==> config.mk <==
export PLATFORM = sky130hd
export DESIGN_NAME = fsrr_top
export DESIGN_NICKNAME = d
export VERILOG_FILES = /design/src/common/fsrr_pkg.sv /design/src/hdl/fsrr_top.sv /design/src/hdl/fsrr_sync.sv /design/src/hdl/fsrr_status.sv
export SDC_FILE = /design/constraint.sdc
export NUM_CORES = 1
export LEC_CHECK = 0
export BUFFER_PORTS_ARGS = -buffer_cell sky130_fd_sc_hd__buf_2
export CAP_MARGIN = 10
export CORE_AREA = 5 5 96 107
export CTS_CLUSTER_SIZE = 20
export DETAILED_ROUTE_END_ITERATION = 10
export DIE_AREA = 0 0 101 112
export GPL_ROUTABILITY_DRIVEN = 0
export PLACE_DENSITY = 0.85
export SYNTH_ARGS = -nofsm -noshare
export SYNTH_HDL_FRONTEND = slang
export SYNTH_SLANG_ARGS = --single-unit
export TNS_END_PERCENT = 100
==> constraint.sdc <==
create_clock -name clk -period 5.35 [get_ports clk]
set_clock_uncertainty 0.1 [all_clocks]
set_input_delay 1.07 -clock clk [delete_from_list [all_inputs] [get_ports clk]]
set_output_delay 1.07 -clock clk [all_outputs]
set_load 0.02 [all_outputs]
==> src/common/fsrr_pkg.sv <==
// Constants, types and helpers for the floppy status and rate register block.
// Assumes one 250 MHz clock and a plain strobe register port.
// Operation
// - Disabled buffer means threshold zero
// - Request on DRQ or interrupt by mode
// - Mode A: only bit 7 driven
// - Disk-input register ignores software reset
// - Mode B: changed, ones, rate bits
// - Mode B bit 0 high for slow rates
// - Mode C: changed inverted, bits 6-4 zero
// - Mode C: DMA enable, no-precomp, rate bits
// - Rate control write-only, hardware reset 250k
// - Latest rate write of either register wins
// - No-precomp bit kept, reserved bits written zero
// - Rate code table, tape bit selects 2M
// - Status bytes only through data port
// - Status 0 interrupt code encoding
// - Seek end, equipment check, bit 3 zero
// - Head and drive sampled at execution end
// - End of track without terminal count
// - CRC flag with data-field companion bit
// - Missed deadline sets overrun flag
// - No data for three causes
// - Not writable on protected write
// - Missing address or data mark
package fsrr_pkg;
    // --------------------------------------------------------------
    // Timing
    // --------------------------------------------------------------
    localparam int CLK_NS = 4;
    localparam int DRP_2M_NS = 500;
    localparam int DRP_1M_NS = 1000;
    localparam int DRP_500K_NS = 2000;
    localparam int DRP_300K_NS = 3333;
    localparam int DRP_250K_NS = 4000;
    localparam int ICP_NS = 42;
    localparam int ICP_CYC = (ICP_NS + CLK_NS - 1) / CLK_NS;
    localparam int SVC_MULT = 8;
    localparam int SVC_OVERHEAD = 16;
    // --------------------------------------------------------------
    // Register map and fields
    // --------------------------------------------------------------
    localparam logic [2:0] ADDR_DATA_PORT = 3'h0;
    localparam logic [2:0] ADDR_DISK_INPUT = 3'h1;
    localparam logic [2:0] ADDR_RATE_SELECT = 3'h2;
    localparam logic [2:0] ADDR_OUTPUT_CTRL = 3'h3;
    localparam logic [2:0] ADDR_CONFIG = 3'h4;
    localparam int NO_PRECOMP_BIT_POS = 2;
    localparam int DMA_EN_POS = 3;
    localparam int FIFO_EN_POS = 4;
    localparam logic [1:0] RATE_RESET = 2'h2;
    localparam logic [7:0] OC_RESET = 8'h00;
    localparam logic [7:0] CFG_RESET = 8'h00;
    localparam logic [7:0] DIR_A_OE_N = 8'h7f;
    localparam logic [1:0] RATE_500K = 2'h0;
    localparam logic [1:0] RATE_300K = 2'h1;
    localparam logic [1:0] RATE_250K = 2'h2;
    localparam logic [1:0] RATE_1M = 2'h3;
    typedef enum logic [1:0] {MODE_A = 2'b00, MODE_B = 2'b01, MODE_C = 2'b10} fsrr_mode_t;

    // Deadline in clocks: (thr+1)*8*period - 16*internal period
    function automatic logic [16:0] svc_cycles(input logic [1:0] rate, input logic tape,
                                                input logic [3:0] thr);
        logic [16:0] drp;
        drp = 17'(DRP_250K_NS / CLK_NS);
        case (rate)
            RATE_1M: drp = tape ? 17'(DRP_2M_NS / CLK_NS) : 17'(DRP_1M_NS / CLK_NS);
            RATE_500K: drp = 17'(DRP_500K_NS / CLK_NS);
            RATE_300K: drp = 17'(DRP_300K_NS / CLK_NS);
            default: drp = 17'(DRP_250K_NS / CLK_NS);
        endcase
        return 17'((17'(thr) + 17'd1) * 17'(SVC_MULT) * drp) - 17'(SVC_OVERHEAD * ICP_CYC);
    endfunction
endpackage

==> src/hdl/fsrr_top.sv <==
// Host register set of the floppy controller: data port, disk-input status,
// rate control and result status bytes. Assumes the command engine supplies
// event pulses on this clock and that pins arrive asynchronously.
//
// Local design decisions: the placing of the registers and the strobed register port.
`timescale 1ns/1ps
module fsrr_top import fsrr_pkg::*; (
    input wire logic clk, // 250 MHz system clock
    input wire logic arst_n, // async reset, active low
    input wire logic [2:0] addr, // register index
    input wire logic [7:0] wdata, // write data
    input wire logic wr_en, // write strobe
    input wire logic rd_en, // read strobe
    output logic [7:0] rdata, // read data, cycle after strobe
    output logic [7:0] rdata_oe_n, // per-bit drive enable, low drives
    input wire logic [1:0] compat_mode, // layout A, B or C
    input wire logic soft_reset, // software reset pulse
    input wire logic tape_unit_config, // tape rate bit
    input wire logic disk_changed_input, // drive pin
    input wire logic write_protect_in, // drive pin
    input wire logic head_select_output, // head select level
    input wire logic [1:0] drive_number, // selected logical drive
    input wire logic svc_req, // service request pulse
    input wire logic dma_ack, // DMA acknowledge pulse
    input wire logic [7:0] exec_rdata, // execution-phase read byte
    input wire logic cmd_start, // command start pulse
    input wire logic write_cmd_issue, // write or format issued
    input wire logic exec_end, // execution end pulse
    input wire logic [1:0] exec_ic, // termination code
    input wire logic seek_done, // seek or recalibrate done
    input wire logic recal_no_trk0, // recalibrate failed
    input wire logic last_byte_no_tc, // end of track event
    input wire logic crc_addr, // address-field CRC error
    input wire logic crc_data, // data-field CRC error
    input wire logic sector_not_found, // sector absent, marks seen
    input wire logic read_id_fail, // no clean ID field
    input wire logic track_start_missing, // read-track start lost
    input wire logic addr_mark_missing, // no address mark
    input wire logic data_mark_missing, // no data mark
    input wire logic result_start, // result phase start pulse
    input wire logic [1:0] result_len, // result bytes, 1 to 3
    output logic drq, // DMA service request
    output logic floppy_interrupt_line, // interrupt service request
    output logic [1:0] data_rate_code, // effective rate code
    output logic no_precomp, // no-precompensation flag
    output logic result_phase // result bytes pending
);
    // --------------------------------------------------------------
    // Reset release
    // --------------------------------------------------------------
    logic [1:0] rst_sync_r;
    logic rst_n;

    always_ff @(posedge clk or negedge arst_n) begin
        if (!arst_n) begin
            rst_sync_r <= 2'b00;
        end else begin
            rst_sync_r <= {rst_sync_r[0], 1'b1};
        end
    end
    assign rst_n = rst_sync_r[1];

    // --------------------------------------------------------------
    // Pins and mode
    // --------------------------------------------------------------
    logic [1:0] pin_s;
    logic dc_s;
    logic wp_s;
    fsrr_mode_t mode;

    fsrr_sync #(.WIDTH(2)) u_sync (
        .clk(clk),
        .rst_n(rst_n),
        .din({write_protect_in, disk_changed_input}),
        .dout(pin_s)
    );
    assign dc_s = pin_s[0];
    assign wp_s = pin_s[1];

    // Spare code falls back to the plainest layout
    always_comb begin
        case (compat_mode)
            MODE_B: mode = MODE_B;
            MODE_C: mode = MODE_C;
            default: mode = MODE_A;
        endcase
    end

    // --------------------------------------------------------------
    // Rate, precompensation and control registers
    // --------------------------------------------------------------
    logic wr_rc;
    logic wr_rs;
    logic [7:0] oc_r;
    logic [7:0] cfg_r;
    logic dma_en;
    logic [3:0] thr_eff;
    logic high_density;

    assign wr_rc = wr_en && (addr == ADDR_DISK_INPUT);
    assign wr_rs = wr_en && (addr == ADDR_RATE_SELECT);

    // Soft reset deliberately absent: only hardware reset reloads the rate
    always_ff @(posedge clk or negedge rst_n) begin
        if (!rst_n) begin
            data_rate_code <= RATE_RESET;
        end else if (wr_rc || wr_rs) begin
            data_rate_code <= wdata[1:0];
        end
    end

    always_ff @(posedge clk or negedge rst_n) begin
        if (!rst_n) begin
            no_precomp <= 1'b0;
        end else if (wr_rc && mode == MODE_C) begin
            no_precomp <= wdata[NO_PRECOMP_BIT_POS];
        end
    end

    always_ff @(posedge clk or negedge rst_n) begin
        if (!rst_n) begin
            oc_r <= OC_RESET;
            cfg_r <= CFG_RESET;
        end else if (wr_en && addr == ADDR_OUTPUT_CTRL) begin
            oc_r <= wdata;
        end else if (wr_en && addr == ADDR_CONFIG) begin
            cfg_r <= wdata;
        end
    end

    assign dma_en = oc_r[DMA_EN_POS];
    assign thr_eff = cfg_r[FIFO_EN_POS] ? cfg_r[3:0] : 4'h0;
    assign high_density = (data_rate_code == RATE_300K) || (data_rate_code == RATE_250K);

    // --------------------------------------------------------------
    // Service request and deadline
    // --------------------------------------------------------------
    logic [16:0] svc_cnt_r;
    logic svc_pend;
    logic svc_ack;
    logic data_acc;
    logic overrun_ev;
    logic res_active_r;

    assign data_acc = (rd_en || wr_en) && (addr == ADDR_DATA_PORT) && !res_active_r;
    assign svc_ack = dma_ack || data_acc;
    assign svc_pend = drq || floppy_interrupt_line;
    // Fires once, on the last cycle of the allowed window
    assign overrun_ev = svc_pend && !svc_ack && (svc_cnt_r == 17'd1);

    always_ff @(posedge clk or negedge rst_n) begin
        if (!rst_n) begin
            drq <= 1'b0;
            floppy_interrupt_line <= 1'b0;
        end else if (soft_reset || svc_ack) begin
            drq <= 1'b0;
            floppy_interrupt_line <= 1'b0;
        end else if (svc_req) begin
            drq <= dma_en;
            floppy_interrupt_line <= !dma_en;
        end
    end

    always_ff @(posedge clk or negedge rst_n) begin
        if (!rst_n) begin
            svc_cnt_r <= 17'd0;
        end else if (soft_reset || svc_ack) begin
            svc_cnt_r <= 17'd0;
        end else if (svc_req) begin
            svc_cnt_r <= svc_cycles(data_rate_code, tape_unit_config, thr_eff);
        end else if (svc_pend && svc_cnt_r != 17'd0) begin
            svc_cnt_r <= svc_cnt_r - 17'd1;
        end
    end

    // --------------------------------------------------------------
    // Result status bytes
    // --------------------------------------------------------------
    logic [7:0] st0, st1, st2;
    logic [1:0] res_idx_r;
    logic [1:0] res_last_r;
    logic [7:0] res_byte;
    logic res_rd;

    fsrr_status u_status (
        .clk(clk),
        .rst_n(rst_n),
        .clr(cmd_start || soft_reset),
        .exec_end(exec_end),
        .exec_ic(exec_ic),
        .head_sel(head_select_output),
        .drive_num(drive_number),
        .seek_done(seek_done),
        .recal_no_trk0(recal_no_trk0),
        .last_byte_no_tc(last_byte_no_tc),
        .crc_addr(crc_addr),
        .crc_data(crc_data),
        .overrun_ev(overrun_ev),
        .no_data_ev(sector_not_found || read_id_fail || track_start_missing),
        .write_cmd(write_cmd_issue),
        .write_prot(wp_s),
        .addr_mark_miss(addr_mark_missing),
        .data_mark_miss(data_mark_missing),
        .st0(st0),
        .st1(st1),
        .st2(st2)
    );

    assign res_rd = rd_en && (addr == ADDR_DATA_PORT) && res_active_r;

    always_comb begin
        case (res_idx_r)
            2'h0: res_byte = st0;
            2'h1: res_byte = st1;
            default: res_byte = st2;
        endcase
    end

    // A zero length is treated as one byte
    always_ff @(posedge clk or negedge rst_n) begin
        if (!rst_n) begin
            res_active_r <= 1'b0;
            res_idx_r <= 2'h0;
            res_last_r <= 2'h0;
        end else if (soft_reset) begin
            res_active_r <= 1'b0;
        end else if (result_start) begin
            res_active_r <= 1'b1;
            res_idx_r <= 2'h0;
            res_last_r <= (result_len == 2'h0) ? 2'h0 : result_len - 2'h1;
        end else if (res_rd) begin
            res_idx_r <= res_idx_r + 2'h1;
            if (res_idx_r == res_last_r) res_active_r <= 1'b0;
        end
    end
    assign result_phase = res_active_r;

    // --------------------------------------------------------------
    // Read path
    // --------------------------------------------------------------
    logic [7:0] dir_value;

    // Disk-input layout holds no flops, so software reset cannot touch it
    always_comb begin
        case (mode)
            MODE_B: dir_value = {dc_s, 4'hf, data_rate_code, high_density};
            MODE_C: dir_value = {!dc_s, 3'h0, dma_en, no_precomp, data_rate_code};
            default: dir_value = {dc_s, 7'h00};
        endcase
    end

    always_ff @(posedge clk or negedge rst_n) begin
        if (!rst_n) begin
            rdata <= 8'h00;
            rdata_oe_n <= 8'hff;
        end else if (rd_en) begin
            rdata_oe_n <= 8'h00;
            case (addr)
                ADDR_DATA_PORT: rdata <= res_active_r ? res_byte : exec_rdata;
                ADDR_DISK_INPUT: begin
                    rdata <= dir_value;
                    if (mode == MODE_A) rdata_oe_n <= DIR_A_OE_N;
                end
                ADDR_OUTPUT_CTRL: rdata <= oc_r;
                ADDR_CONFIG: rdata <= cfg_r;
                default: rdata <= 8'h00;
            endcase
        end else begin
            rdata <= 8'h00;
            rdata_oe_n <= 8'hff;
        end
    end

    // --------------------------------------------------------------
    // Checks
    // --------------------------------------------------------------
    req_route_a: assert property (@(posedge clk) disable iff (!rst_n)
        (svc_req && !svc_ack && !soft_reset) |=> (drq == $past(dma_en))
            && (floppy_interrupt_line == !$past(dma_en)))
        else $error("service request on wrong line");
    rate_follow_a: assert property (@(posedge clk) disable iff (!rst_n)
        (wr_rc || wr_rs) |=> data_rate_code == $past(wdata[1:0]))
        else $error("rate code did not follow last write");
    rate_hold_a: assert property (@(posedge clk) disable iff (!rst_n)
        (soft_reset && !wr_rc && !wr_rs) |=> $stable(data_rate_code))
        else $error("soft reset changed rate");
    dir_mode_a_a: assert property (@(posedge clk) disable iff (!rst_n)
        (rd_en && addr == ADDR_DISK_INPUT && mode == MODE_A)
            |=> rdata_oe_n == 8'h7f && rdata[7] == $past(dc_s))
        else $error("mode A drove low bits");
    dir_mode_b_a: assert property (@(posedge clk) disable iff (!rst_n)
        (rd_en && addr == ADDR_DISK_INPUT && mode == MODE_B)
            |=> rdata[6:3] == 4'hf && rdata[0] == ($past(data_rate_code) inside {2'h1, 2'h2}))
        else $error("mode B layout wrong");
    dir_mode_c_a: assert property (@(posedge clk) disable iff (!rst_n)
        (rd_en && addr == ADDR_DISK_INPUT && mode == MODE_C)
            |=> rdata[7] == !$past(dc_s) && rdata[6:4] == 3'h0 && rdata[3] == $past(dma_en))
        else $error("mode C layout wrong");
    deadline_a: assert property (@(posedge clk) disable iff (!rst_n)
        (svc_req && !svc_ack && !soft_reset && thr_eff == 4'h0 && data_rate_code == RATE_1M
            && !tape_unit_config) ##1 (svc_pend && !svc_ack && !soft_reset)[*8]
            |-> svc_cnt_r == 17'd1817)
        else $error("deadline count wrong");
    overrun_flag_a: assert property (@(posedge clk) disable iff (!rst_n)
        overrun_ev |=> st1[4])
        else $error("overrun not flagged");
    result_only_a: assert property (@(posedge clk) disable iff (!rst_n)
        (res_rd && res_idx_r == 2'h0) |=> rdata == $past(st0))
        else $error("first result byte not status 0");
    thr_used_a: assert property (@(posedge clk) disable iff (!rst_n)
        (svc_req && !svc_ack && !soft_reset && cfg_r[FIFO_EN_POS] && cfg_r[3:0] == 4'h1
            && data_rate_code == RATE_1M && !tape_unit_config) |=> svc_cnt_r == 17'd3824)
        else $error("threshold not used in deadline");
    tape_rate_a: assert property (@(posedge clk) disable iff (!rst_n)
        (svc_req && !svc_ack && !soft_reset && thr_eff == 4'h0 && data_rate_code == RATE_1M
            && tape_unit_config) |=> svc_cnt_r == 17'd824)
        else $error("tape rate deadline wrong");
    precomp_hold_a: assert property (@(posedge clk) disable iff (!rst_n)
        (soft_reset && !wr_rc) |=> $stable(no_precomp))
        else $error("soft reset changed no-precomp");
endmodule // fsrr_top

==> src/hdl/fsrr_sync.sv <==
// Three-stage pin synchroniser with agreement filter.
// Assumes asynchronous pins and a synchronous-release reset.
`timescale 1ns/1ps
module fsrr_sync #(
    parameter int WIDTH = 2
) (
    input wire logic clk, // system clock
    input wire logic rst_n, // reset, active low
    input wire logic [WIDTH-1:0] din, // raw pins
    output logic [WIDTH-1:0] dout // filtered levels
);
    logic [WIDTH-1:0] s1_r;
    logic [WIDTH-1:0] s2_r;
    logic [WIDTH-1:0] s3_r;

    always_ff @(posedge clk or negedge rst_n) begin
        if (!rst_n) begin
            s1_r <= '0;
            s2_r <= '0;
            s3_r <= '0;
            dout <= '0;
        end else begin
            s1_r <= din;
            s2_r <= s1_r;
            s3_r <= s2_r;
            // Only accept a level once two late stages agree
            for (int i = 0; i < WIDTH; i++) begin
                if (s2_r[i] == s3_r[i]) dout[i] <= s3_r[i];
            end
        end
    end
endmodule // fsrr_sync

==> src/hdl/fsrr_status.sv <==
// Result-phase status byte builder: sticky flags and sampled fields.
// Assumes single-cycle event pulses from the command engine.
`timescale 1ns/1ps
module fsrr_status import fsrr_pkg::*; (
    input wire logic clk, // system clock
    input wire logic rst_n, // reset, active low
    input wire logic clr, // new command or soft reset
    input wire logic exec_end, // end of execution pulse
    input wire logic [1:0] exec_ic, // termination code
    input wire logic head_sel, // head select output level
    input wire logic [1:0] drive_num, // logical drive
    input wire logic seek_done, // seek or recalibrate done
    input wire logic recal_no_trk0, // track zero never seen
    input wire logic last_byte_no_tc, // end of track reached
    input wire logic crc_addr, // address-field CRC error
    input wire logic crc_data, // data-field CRC error
    input wire logic overrun_ev, // deadline missed
    input wire logic no_data_ev, // any no-data cause
    input wire logic write_cmd, // write or format issued
    input wire logic write_prot, // synced protect level
    input wire logic addr_mark_miss, // no address mark
    input wire logic data_mark_miss, // no data mark
    output logic [7:0] st0, // status byte 0
    output logic [7:0] st1, // status byte 1
    output logic [7:0] st2 // status byte 2, bits 5 and 0
);
    logic [1:0] ic_r;
    logic hds_r;
    logic [1:0] drv_r;
    logic se_r, ec_r, et_r, ce_r, cd_r, or_r, nd_r, nw_r, ma_r, md_r;

    // Set wins over a clear in the same cycle
    function automatic logic sticky(input logic q, input logic set, input logic c);
        return set || (q && !c);
    endfunction

    always_ff @(posedge clk or negedge rst_n) begin
        if (!rst_n) begin
            ic_r <= 2'h0;
            hds_r <= 1'b0;
            drv_r <= 2'h0;
        end else if (exec_end) begin
            ic_r <= exec_ic;
            hds_r <= head_sel;
            drv_r <= drive_num;
        end
    end

    always_ff @(posedge clk or negedge rst_n) begin
        if (!rst_n) begin
            {se_r, ec_r, et_r, ce_r, cd_r, or_r, nd_r, nw_r, ma_r, md_r} <= 10'h000;
        end else begin
            se_r <= sticky(se_r, seek_done, clr);
            ec_r <= sticky(ec_r, recal_no_trk0, clr);
            et_r <= sticky(et_r, last_byte_no_tc, clr);
            ce_r <= sticky(ce_r, crc_addr || crc_data, clr);
            cd_r <= sticky(cd_r, crc_data, clr);
            or_r <= sticky(or_r, overrun_ev, clr);
            nd_r <= sticky(nd_r, no_data_ev, clr);
            nw_r <= sticky(nw_r, write_cmd && write_prot, clr);
            ma_r <= sticky(ma_r, addr_mark_miss || data_mark_miss, clr);
            md_r <= sticky(md_r, data_mark_miss, clr);
        end
    end

    assign st0 = {ic_r, se_r, ec_r, 1'b0, hds_r, drv_r};
    assign st1 = {et_r, 1'b0, ce_r, or_r, 1'b0, nd_r, nw_r, ma_r};
    assign st2 = {2'b00, cd_r, 4'h0, md_r};

    crc_pair_a: assert property (@(posedge clk) disable iff (!rst_n)
        crc_data |=> st1[5] && st2[5]) else $error("data CRC not flagged twice");
    not_writable_a: assert property (@(posedge clk) disable iff (!rst_n)
        (write_cmd && !write_prot && !clr && !st1[1]) |=> !st1[1])
        else $error("not-writable set without protect");
endmodule // fsrr_status

# Yosys cells after proc, flatten, opt, wreduce, memory -nomap -nowiden

Index checks and enable logic that the tools add are counted.

Register bits: 84
Latch bits: 0
Bits in writable memories: 0
ROM bits: 0
Input bits: 52
Output and inout port bits: 22
Word-level logic and storage cells: 147
Memories kept: 0

Add/sub/neg operators: 5
Multipliers: 1
Div/mod/pow operators: 0
Order comparisons: 0
Eq/ne operators: 16
Shifts and indexed selects: 0
Muxes and demuxes: 28
Bitwise gates (word level): 2
Reduce and logical (&&, ||, !) cells: 64

Operators with widths:

| operator                | count |
|---|---|
| $mux W17                | 5 |
| $mux W8                 | 5 |
| $pmux W8 S2             | 2 |
| $pmux W8 S4             | 1 |
| $pmux W10 S3            | 1 |
| $logic_and A1 B1 Y1     | 23 |
| $logic_or A1 B1 Y1      | 21 |
| $eq A17 B1 Y1 const B   | 1 |
| $mul A5 B17 Y14         | 1 |
| $reduce_bool A17 Y1     | 1 |
| $sub A17 B1 Y17 const B | 1 |
| $sub A17 B8 Y17 const B | 1 |
| $reduce_bool A3 Y1      | 3 |
| $eq A2 B1 Y1 const B    | 4 |
| $eq A2 B2 Y1 const B    | 4 |
| $logic_not A2 Y1        | 4 |
| $mux W1                 | 8 |
| $reduce_and A2 Y1       | 4 |
| $mux W7                 | 1 |
| $eq A3 B2 Y1 const B    | 2 |
| $mux W2                 | 3 |
| $add A4 B1 Y5 const B   | 1 |
| $logic_not A1 Y1        | 5 |
| $mux W4                 | 1 |
| 10 further kinds        | 13 |

# Depth between registers and ports, before layout

Gate-level depths: netlist of run 1.

Depth in word-level cells: 10
Mapped depth: 20
Mapped depth without buffers: 20

# Cells and area by module

Synthesis of run 1 repeated with hierarchy kept, for this count alone.

Cell total of the unflattened synthesis: 630
Area total of the unflattened synthesis: 5815.6 um2

Modules (own cells, without submodules):

| module      | times used | cells an instance | area an instance (um2) | sequential area each (um2) |
|---|---|---|---|---|
| fsrr_top    | 1          | 568               | 4924.7                 | 1380.1 |
| fsrr_status | 1          | 52                | 668.1                  | 375.4 |
| fsrr_sync   | 1          | 10                | 222.7                  | 200.2 |

# Least setup slack after synthesis of run 1

OpenSTA, ideal clock, no wires.

Kind: input port to flip-flop
From: input port tape_unit_config
To: register svc_cnt_r[16]
Library setup time: 0.095 ns
Data arrival time: 5.342 ns
Required time: 5.155 ns
Setup slack: -0.188 ns
Stages: 15
Buffers on the path: 0
Cells stage by stage: nor2b_1 nand2b_1 or2_2 fa_1 fa_1 fa_1 inv_1 ha_1 nor2b_4 o2111a_1 or4_4 a221oi_4 nand4_2 o31a_1 o31ai_1

Cells in the longest elaborated chain, start to end: 8

RTL lines:

| element              | line            | source |
|---|---|---|
| start, declared      | fsrr_top.sv:18  | `input wire logic tape_unit_config,` |
| $mux W8              | fsrr_pkg.sv:67  | `RATE_1M: drp = tape ? 17'(DRP_2M_NS / CLK_NS) : 17'(DRP_1M_NS / CLK_NS);` |
| $pmux W10 S3         | fsrr_pkg.sv:66  | `case (rate)` |
| $mux W17             | fsrr_top.sv:169 | `end else if (svc_req) begin` |
| $mux W17             | fsrr_top.sv:167 | `end else if (soft_reset \|\| svc_ack) begin` |
| $mul A5 B17 Y14      | fsrr_pkg.sv:72  | `return 17'((17'(thr) + 17'd1) * 17'(SVC_MULT) * drp) - 17'(SVC_OVERHEAD * ICP_CYC);` |
| $sub A17 B8 Y17      | fsrr_pkg.sv:72  |  |
| $mux W17             | fsrr_top.sv:169 |  |
| $mux W17             | fsrr_top.sv:167 |  |
| end signal, assigned | fsrr_top.sv:170 | `svc_cnt_r <= svc_cycles(data_rate_code, tape_unit_config, thr_eff);` |
| end signal, assigned | fsrr_top.sv:172 | `svc_cnt_r <= svc_cnt_r - 17'd1;` |
| end, declared        | fsrr_top.sv:138 | `logic [16:0] svc_cnt_r;` |

Every way passes these cells. The select of a mux whose other input is x is not followed.
A chain may end at the register's enable or synchronous reset.

# Worst setup path in the final report of run 1

Same ends and word-level chain as after synthesis.

==> flow_summary.toml, run 1 <==
[clock_tree]
cts_max_level = 3
holdBufCountCts = 0
clockBufferDepth = 2
cts.sinks = 78
cts_buffers = 9
insertion_delay_ps = 360
cts_tree = "yes"
clk_pin_slew_ps = 90
cts_root_buf = "clkbuf_8"

[layout]
final_layout_size_suffix_gt1_share_pct = 25.1
design_area_um2 = 6490
num_antenna_cells = 0
final_cell_mix = "73 x dfrtp_1, 73 x buf_2, 56 x nor2_1, 55 x inv_1, 37 x nand2_1"
syn_to_final_growth_pct = 16.8
fin_cells = 801
fin_nets = 789

[die]
rows = 37
design.core.area_um2 = 9120
fp.dieW_um = 101
chipHeight_um = 112
start_util_pct = 60.9
ioPinCount = 74
dieArea_um2 = 11300

[timing]
slew_headroom_pct = 35.6
slew_viol_final = 0
tns_ps = 0
finalSetupViolCount = 0
fin_crit_sh_pct = 96.9
min_period_ps = 5180
tightest_slew_ps = 966
hold_viol_final = 0
hold_slack_ps = 263
fmax_mhz = 193

[synthesis]
synth_cell_types = 63
syn_inst = 582
synth_top_area_cell = "dfrtp_1"
ys.flop_type = "dfrtp_1"
synth_area_leaders = "dfrtp_1 34%, fa_1 8.3%, ha_1 7.9%"
syn_area_per_cell_um2 = 9.55
ys_warn_count = 0
synth_edf_count = 0
synth_seq_cells = 78
synth-seq-area-share_pct = 35.2
synth_top_area_share_pct = 33.8
synth_nets = 692
async_reset_ff_share_pct = 100
syn-cell-area_um2 = 5560

[worst_setup_path]
setup.worst_path.start_class = "input pin"
cp_max_fo = 3
arrival_ps = 5320
crit_chain = "buf_2 -> nor2b_2 -> nand2b_1 -> or2_4 -> fa_1 -> fa_1 -> fa_1 -> inv_1 -> ha_4 -> nor2b_4 -> o2111a_1 -> or4_4 -> a221oi_4 -> nand4_2 -> buf_4 -> nor4_2 -> o31ai_1"
cp-end-kind = "flip-flop"
cp_data_required_time_ps = 5480
slowest_delay_ps = 540
worstSetupPathType = "in2reg"
cpMaxStageDelayCell = "fa_1"
critPathMostFrequentCell = "fa_1"

[outcome]
status = "complete, no violations"

[grt]
gr-total-overflow = 0
grt_util_all_layers_pct = 24.9
grt_max_degree = 77
grt_first_pass_wirelength_um = 22600
grt_pass1_vias = 4880
antenna_found_initial = 0

[routing]
post_drt_via_cell_ratio = 5.86
drt_iter0_drc = 293
first_pass_iters = 7
wl_um = 13600
drtAntennaViolNets = 0
drc = 0
routedWlPerCell_um = 16.9
vias = 4696

[place]
io_buffers = 73
hpwl_um = 10400
dp.cells = 780
placed_cell_area_um2 = 6220

[power_and_ir_drop]
fin_total_pwr_mw = 3.33
p_per_area_nw_per_um2 = 513
power.leakage_nw = 3.16
peakVddDrop_mv = 0.294

[hold_path]
hp-class = "reg2reg"

[flow_run]
max_cap_viol_count = 0
-- cell type report --
cell class                      count  area [um^2]
Multi-Input combinational cell    429         3380
Fill cell                         651         2630
Sequential cell                    78         1960
Timing Repair Buffer              105          606
Inverter                           56          210
Tap cell                          117          146
Clock buffer                        9          124
Clock inverter                      7         62.6
-- cells by family after synthesis --
logic type | after synthesis | share of synthesized area, %
multiplexers | 26 | 5.18
AO/OA/AOI/OAI | 115 | 14.1
other | 1 | 0.0675
AND/OR/NAND/NOR | 189 | 17.5
flip-flops | 78 | 35.2
XOR/XNOR | 38 | 5.99
buffers and inverters | 75 | 5.47
adder cells (fa/ha/maj) | 60 | 16.5
-- synth_stat cells (all sizes together) (3+ instances only) --
| library cell | count |
|---|---|
| a211o | 3 |
| a211oi | 7 |
| a21o | 8 |
| a21oi | 30 |
| a221oi | 3 |
| a222oi | 3 |
| a22oi | 9 |
| and2 | 10 |
| buf | 7 |
| clkbuf | 12 |
| dfrtp | 75 |
| dfstp | 3 |
| fa | 23 |
| ha | 35 |
| inv | 56 |
| mux2 | 22 |
| mux2i | 4 |
| nand2 | 38 |
| nand2b | 16 |
| nand3 | 11 |
| nand4 | 5 |
| nor2 | 56 |
| nor2b | 8 |
| nor3 | 17 |
| nor4 | 8 |
| o211ai | 3 |
| o21ai | 26 |
| or2 | 5 |
| or3 | 4 |
| or4 | 4 |
| xnor2 | 20 |
| xor2 | 18 |
-- metrics by stage --
| step | util, % | setup slack (ps) |
|---|---|---|
| after floorplan | - | 22.8 |
| after CTS | 70.3 | 106 |
| after global placement | 68.2 | -60.1 |
| after global routing | 71.2 | -60.2 |
| final | 71.2 | 166 |
| after detailed placement | 68.2 | -148 |
-- power by group --
group / switching [mW] / internal [mW] / leakage [nW] / total [mW]
registers: 0.0816 / 0.667 / 0.971 / 0.749
clock network: 0.256 / 0.178 / 0.0863 / 0.434
logic: 1.15 / 0.998 / 2.10 / 2.15
-- flip-flops by register name (all words and copies together) (netlist names), 2 cells and up --
signal and flops:
cfg_r 8, data_rate_code 2, oc_r 8, rdata 8, rdata_oe_n 2, res_idx_r 2, res_last_r 2, rst_sync_r 2
svc_cnt_r 17, u_status.drv_r 2, u_status.ic_r 2, u_sync.dout 2, u_sync.s1_r 2, u_sync.s2_r 2, u_sync.s3_r 2
-- worst paths after layout --
path	from	slack (ps)	end	cells past startpoint
max	tape_unit_config	170	svc_cnt_r[16]$_DFFE_PN0P_	17
min	rst_sync_r[0]$_DFF_PN0_	260	rst_sync_r[1]$_DFF_PN0_	0
max reg2reg	cfg_r[1]$_DFFE_PN0P_	220	svc_cnt_r[16]$_DFFE_PN0P_	17
min reg2reg	rst_sync_r[0]$_DFF_PN0_	260	rst_sync_r[1]$_DFF_PN0_	0
max in group asynchronous	rst_sync_r[1]$_DFF_PN0_	4070	cfg_r[2]$_DFFE_PN0P_	0
min in group asynchronous	arst_n	370	rst_sync_r[0]$_DFF_PN0_	1
-- critical path: cells and delay by family --
| kind | cells | cell delay [ps] |
|---|---|---|
| AO/OA/AOI/OAI | 3 | 680 |
| adder cells (fa/ha/maj) | 4 | 1790 |
| buffers and inverters | 3 | 360 |
| AND/OR/NAND/NOR | 7 | 1420 |
-- layer usage --
| layer | global-route usage [%] | vias to the layer above | part of all wire (%) |
|---|---|---|---|
| met5 | 0 | - | 0 |
| met4 | 10.5 | 0 | 3.5 |
| met3 | 4.45 | 47 | 6.0 |
| met2 | 42.7 | 173 | 52 |
| met1 | 30.6 | 2280 | 39 |
| li1 | - | 2196 | - |
-- timing repair --
item | CTS | global route
endpoints found under the setup margin | 0 | 5
resized for setup | 0 | 11
buffers inserted | 0 | 5
No activity file was read; power rests on OpenSTA's default activity.
==> run 2, diff against run 1 <==
- CORE_AREA: 5 5 96 107 -> 5 5 104 116
- DIE_AREA: 0 0 101 112 -> 0 0 109 121
- PLACE_DENSITY: 0.85 -> 0.73
- SETUP_SLACK_MARGIN: unset -> 0.2
==> flow_summary.toml, run 2 (same netlist as run 1, synthesis figures left out) <==
[worst_setup_path]
cp_max_fo = 6
crit_chain = "ha_4 -> nor2b_4 -> nand2b_4 -> or2_4 -> fa_1 -> fa_1 -> fa_1 -> inv_1 -> ha_1 -> a21o_1 -> and2_1 -> or4_4 -> a221oi_4 -> nand4_2 -> buf_4 -> nor4_4 -> o31ai_1"
path_buf_inv = 2
cp-end-kind = "flip-flop"
slowest_delay_ps = 600
cpMaxStageDelayCell = "dfstp_2"
setup.worst_path.start_class = "flip-flop"
worstSetupPathType = "reg2reg"
cp_data_required_time_ps = 5450
critPathMostFrequentCell = "fa_1"
cp_top_family = "adder cells"
arrival_ps = 5140

[die]
fp.dieW_um = 109
ioPinCount = 74
design.core.area_um2 = 10800
dieArea_um2 = 13200
rows = 40
start_util_pct = 51.6
chipHeight_um = 121

[hold_path]
hp-class = "reg2reg"

[grt]
grt_first_pass_wirelength_um = 22800
grt_util_all_layers_pct = 21.5
gr-total-overflow = 0
antenna_found_initial = 0
grt_pass1_vias = 4840
grt_max_degree = 77

[routing]
routedWlPerCell_um = 16.3
vias = 4657
drc = 0
wl_um = 13700
first_pass_iters = 7
drt_iter0_drc = 291
drtAntennaViolNets = 0
post_drt_via_cell_ratio = 5.56

[clock_tree]
cts_tree = "yes"
cts_root_buf = "clkbuf_16"
cts_max_level = 3
insertion_delay_ps = 340
holdBufCountCts = 0
clk_pin_slew_ps = 70
cts_buffers = 9
cts.sinks = 78
clockBufferDepth = 2

[layout]
num_antenna_cells = 0
largest_register_ffs = 17
final_util_pct = 62.9
syn_to_final_growth_pct = 21.9
final_layout_size_suffix_gt1_share_pct = 27.4
top_register = "svc_cnt_r"
fin_nets = 795
final_cell_mix = "72 x dfrtp_1, 72 x buf_2, 53 x inv_1, 51 x nor2_1, 38 x buf_4"
fillers = 871

[outcome]
status = "complete, no violations"

[flow_run]
max_cap_viol_count = 0

[timing]
hold_slack_ps = 247
fmax_mhz = 199
setup_ws_ps = 318
rsz0062_at_grt = "yes"
tightest_slew_ps = 969
finalSetupViolCount = 0
slew_viol_final = 0
fin_crit_sh_pct = 94.1
tns_ps = 0
hold_viol_final = 0
slew_headroom_pct = 35.4
min_period_ps = 5030

[place]
hpwl_um = 10300
io_buffers = 73
place_ws_ps = -112

[power_and_ir_drop]
peakVddDrop_mv = 0.292
fin_total_pwr_mw = 3.55
power.leakage_nw = 3.24
p_per_area_nw_per_um2 = 525
## run 2: per-layer routing
metal	vias to the layer above	global-route usage, %	wire length [um]
met5	-	0	0
met4	0	8.52	418
met3	30	4.31	723
met2	162	36.6	6860
met1	2246	26.5	5660
li1	2219	-	-
## run 2: layout make-up
class	instances	area, um^2	area share (%)
Sequential cell	78	1960	29.0
Multi-Input combinational cell	429	3470	51.2
Clock buffer	9	225	3.33
Clock inverter	7	63.8	0.943
Inverter	56	210	3.10
Timing Repair Buffer	111	657	9.70
Tap cell	147	184	2.72
## run 2: worst paths after layout
check	from	endpoint	slack, ps	cells after the start
min in group asynchronous	rst_sync_r[1]$_DFF_PN0_	svc_cnt_r[15]$_DFFE_PN0P_	390	0
worst min register to register	rst_sync_r[0]$_DFF_PN0_	rst_sync_r[1]$_DFF_PN0_	250	0
worst max register to register	data_rate_code[1]$_DFFE_PN1P_	svc_cnt_r[16]$_DFFE_PN0P_	320	17
worst min-delay path	rst_sync_r[0]$_DFF_PN0_	rst_sync_r[1]$_DFF_PN0_	250	0
worst max-delay path	data_rate_code[1]$_DFFE_PN1P_	svc_cnt_r[16]$_DFFE_PN0P_	320	17
max in group asynchronous	rst_sync_r[1]$_DFF_PN0_	data_rate_code[0]$_DFFE_PN0P_	4060	0
## run 2: power breakdown
part	internal, mW	switching, mW
Combinational	1.02	1.18
Clock	0.325	0.272
Sequential	0.668	0.0816
## run 2: what timing repair did
item	in CTS	in global routing
setup buffers	3	12
gates resized for setup	7	19
endpoints found under the setup margin	3	6
pin swaps	1	15
## run 2: stage by stage
| step | cells | instance area (um^2) |
|---|---|---|
| floorplan | 582 | 5620 |
| global placement | 806 | 6250 |
| detailed placement | 806 | 6250 |
| CTS | 825 | 6600 |
| global route | 837 | 6770 |
| finish | 837 | 6770 |
==> run 3, diff against run 2 <==
- CORE_AREA: 5 5 104 116 -> 5 5 119 132
- DIE_AREA: 0 0 109 121 -> 0 0 124 137
- PLACE_DENSITY: 0.73 -> unset
- clock period: 5.35 -> 5 ns (I/O delays scaled with it)
==> flow_summary.toml, run 3 (same netlist as run 1, synthesis figures left out) <==
[die]
dieArea_um2 = 17000
start_util_pct = 39.1
rows = 46
fp.dieW_um = 124
design.core.area_um2 = 14200
chipHeight_um = 137
ioPinCount = 74

[worst_setup_path]
slowest_delay_ps = 600
worstSetupPathType = "reg2reg"
cpMaxStageDelayCell = "dfstp_2"
path_buf_inv = 2
crit_chain = "ha_4 -> nor2b_4 -> nand2b_4 -> or2_4 -> fa_1 -> fa_1 -> fa_1 -> inv_2 -> ha_4 -> nor2b_4 -> buf_4 -> o21a_1 -> or3_4 -> and2_4 -> or4_4 -> xnor2_2 -> a211oi_2"
arrival_ps = 5130
path_depth = 17
cp-end-kind = "flip-flop"
critPathMostFrequentCell = "fa_1"
cp_data_required_time_ps = 5150
rrSetupSlack_ps = 20
r2r-end = "svc_cnt_r[11]$_DFFE_PN0P_"
rr_startpoint = "data_rate_code[1]$_DFFE_PN1P_"
rr_worst_depth = 17
cp_max_fo = 5
cp_top_family = "adder cells"
setup.worst_path.start_class = "flip-flop"

[routing]
wl_um = 14100
drc = 0
drtAntennaViolNets = 0
drt_iter0_drc = 207
first_pass_iters = 5
routedWlPerCell_um = 15.6
post_drt_via_cell_ratio = 5.09
vias = 4622

[grt]
grt_pass1_vias = 4946
grt_max_degree = 77
antenna_found_initial = 0
grt_first_pass_wirelength_um = 24100
grt_util_all_layers_pct = 17.9
gr-total-overflow = 0

[timing]
tightest_slew_ps = 967
slew_viol_final = 0
fin_crit_sh_pct = 99.6
setup_ws_ps = 21.6
finalSetupViolCount = 0
fmax_mhz = 201
hold_viol_final = 0
slew_headroom_pct = 35.5
tns_ps = 0
min_period_ps = 4980
hold_slack_ps = 260
rsz0062_at_grt = "yes"

[layout]
multi_input_area_um2 = 3500
fin_nets = 821
syn_to_final_growth_pct = 27.0
final_layout_size_suffix_gt1_share_pct = 31.1
top_register = "svc_cnt_r"
design_area_um2 = 7060
register_area_um2 = 1960
largest_register_ffs = 17
fillers = 1331
final_cell_mix = "73 x dfrtp_1, 73 x buf_2, 61 x buf_4, 54 x nor2_1, 52 x inv_1"
num_antenna_cells = 0

[place]
io_buffers = 73
placed_cell_area_um2 = 6570
hpwl_um = 11300
place_ws_ps = -363

[hold_path]
worstHoldStart = "rst_sync_r[0]$_DFF_PN0_"
hp-class = "reg2reg"
hold_end = "rst_sync_r[1]$_DFF_PN0_"
holdPathStages = 0

[clock_tree]
clk_pin_slew_ps = 70
cts.sinks = 78
cts_tree = "yes"
clockBufferDepth = 2
cts_buffers = 9
holdBufCountCts = 0
cts_max_level = 3
insertion_delay_ps = 340
cts_root_buf = "clkbuf_16"

[power_and_ir_drop]
power.leakage_nw = 3.39
peakVddDrop_mv = 0.314
p_per_area_nw_per_um2 = 601

[outcome]
status = "complete, no violations"

[flow_run]
max_cap_viol_count = 0
run 3: cell type report:
cell class              instances  area share [%]
multi-input cells             429            49.6
flip-flops and latches         78            27.8
clock buffers                   9            3.19
well taps                     192            3.40
clock inverters                 7           0.887
repair buffers                137            12.1
inverters                      56            2.98
run 3: timing repair:
action | CTS | global route
resized for setup | 17 | 10
buffers inserted | 8 | 3
setup endpoints to repair | 6 | 8
pin swaps | 18 | 18
run 3: where the power goes:
group / switching, mW / internal, mW
sequential: 0.0856 / 0.715
combinational: 1.37 / 1.43
clock: 0.293 / 0.347
run 3: how the worst max path moves through the flow:
stage	startpoint	end	slack (ps)
after global placement	tape_unit_config	svc_cnt_r[16]$_DFFE_PN0P_	-290
after global routing	data_rate_code[1]$_DFFE_PN1P_	svc_cnt_r[15]$_DFFE_PN0P_	-190
after detailed placement	tape_unit_config	svc_cnt_r[16]$_DFFE_PN0P_	-360
final	data_rate_code[1]$_DFFE_PN1P_	svc_cnt_r[11]$_DFFE_PN0P_	20
after floorplan	tape_unit_config	svc_cnt_r[16]$_DFFE_PN0P_	-150
after CTS	data_rate_code[1]$_DFFE_PN1P_	svc_cnt_r[16]$_DFFE_PN0P_	-30
run 3: layer usage:
metal	vias to the layer above	part of all wire [%]	global-route usage (%)
met5	-	0	0
met4	0	1.5	4.63
met3	18	3.6	2.85
met2	96	53	32.8
met1	2235	42	21.6
li1	2273	-	-
run 3: per-stage QoR:
step	total power [mW]	util [%]	std cells
finish	4.24	49.6	908
global route	4.61	49.6	908
CTS	4.16	49.1	905
detailed placement	3.36	46.2	881
global placement	3.33	46.2	881
floorplan	2.44	-	582
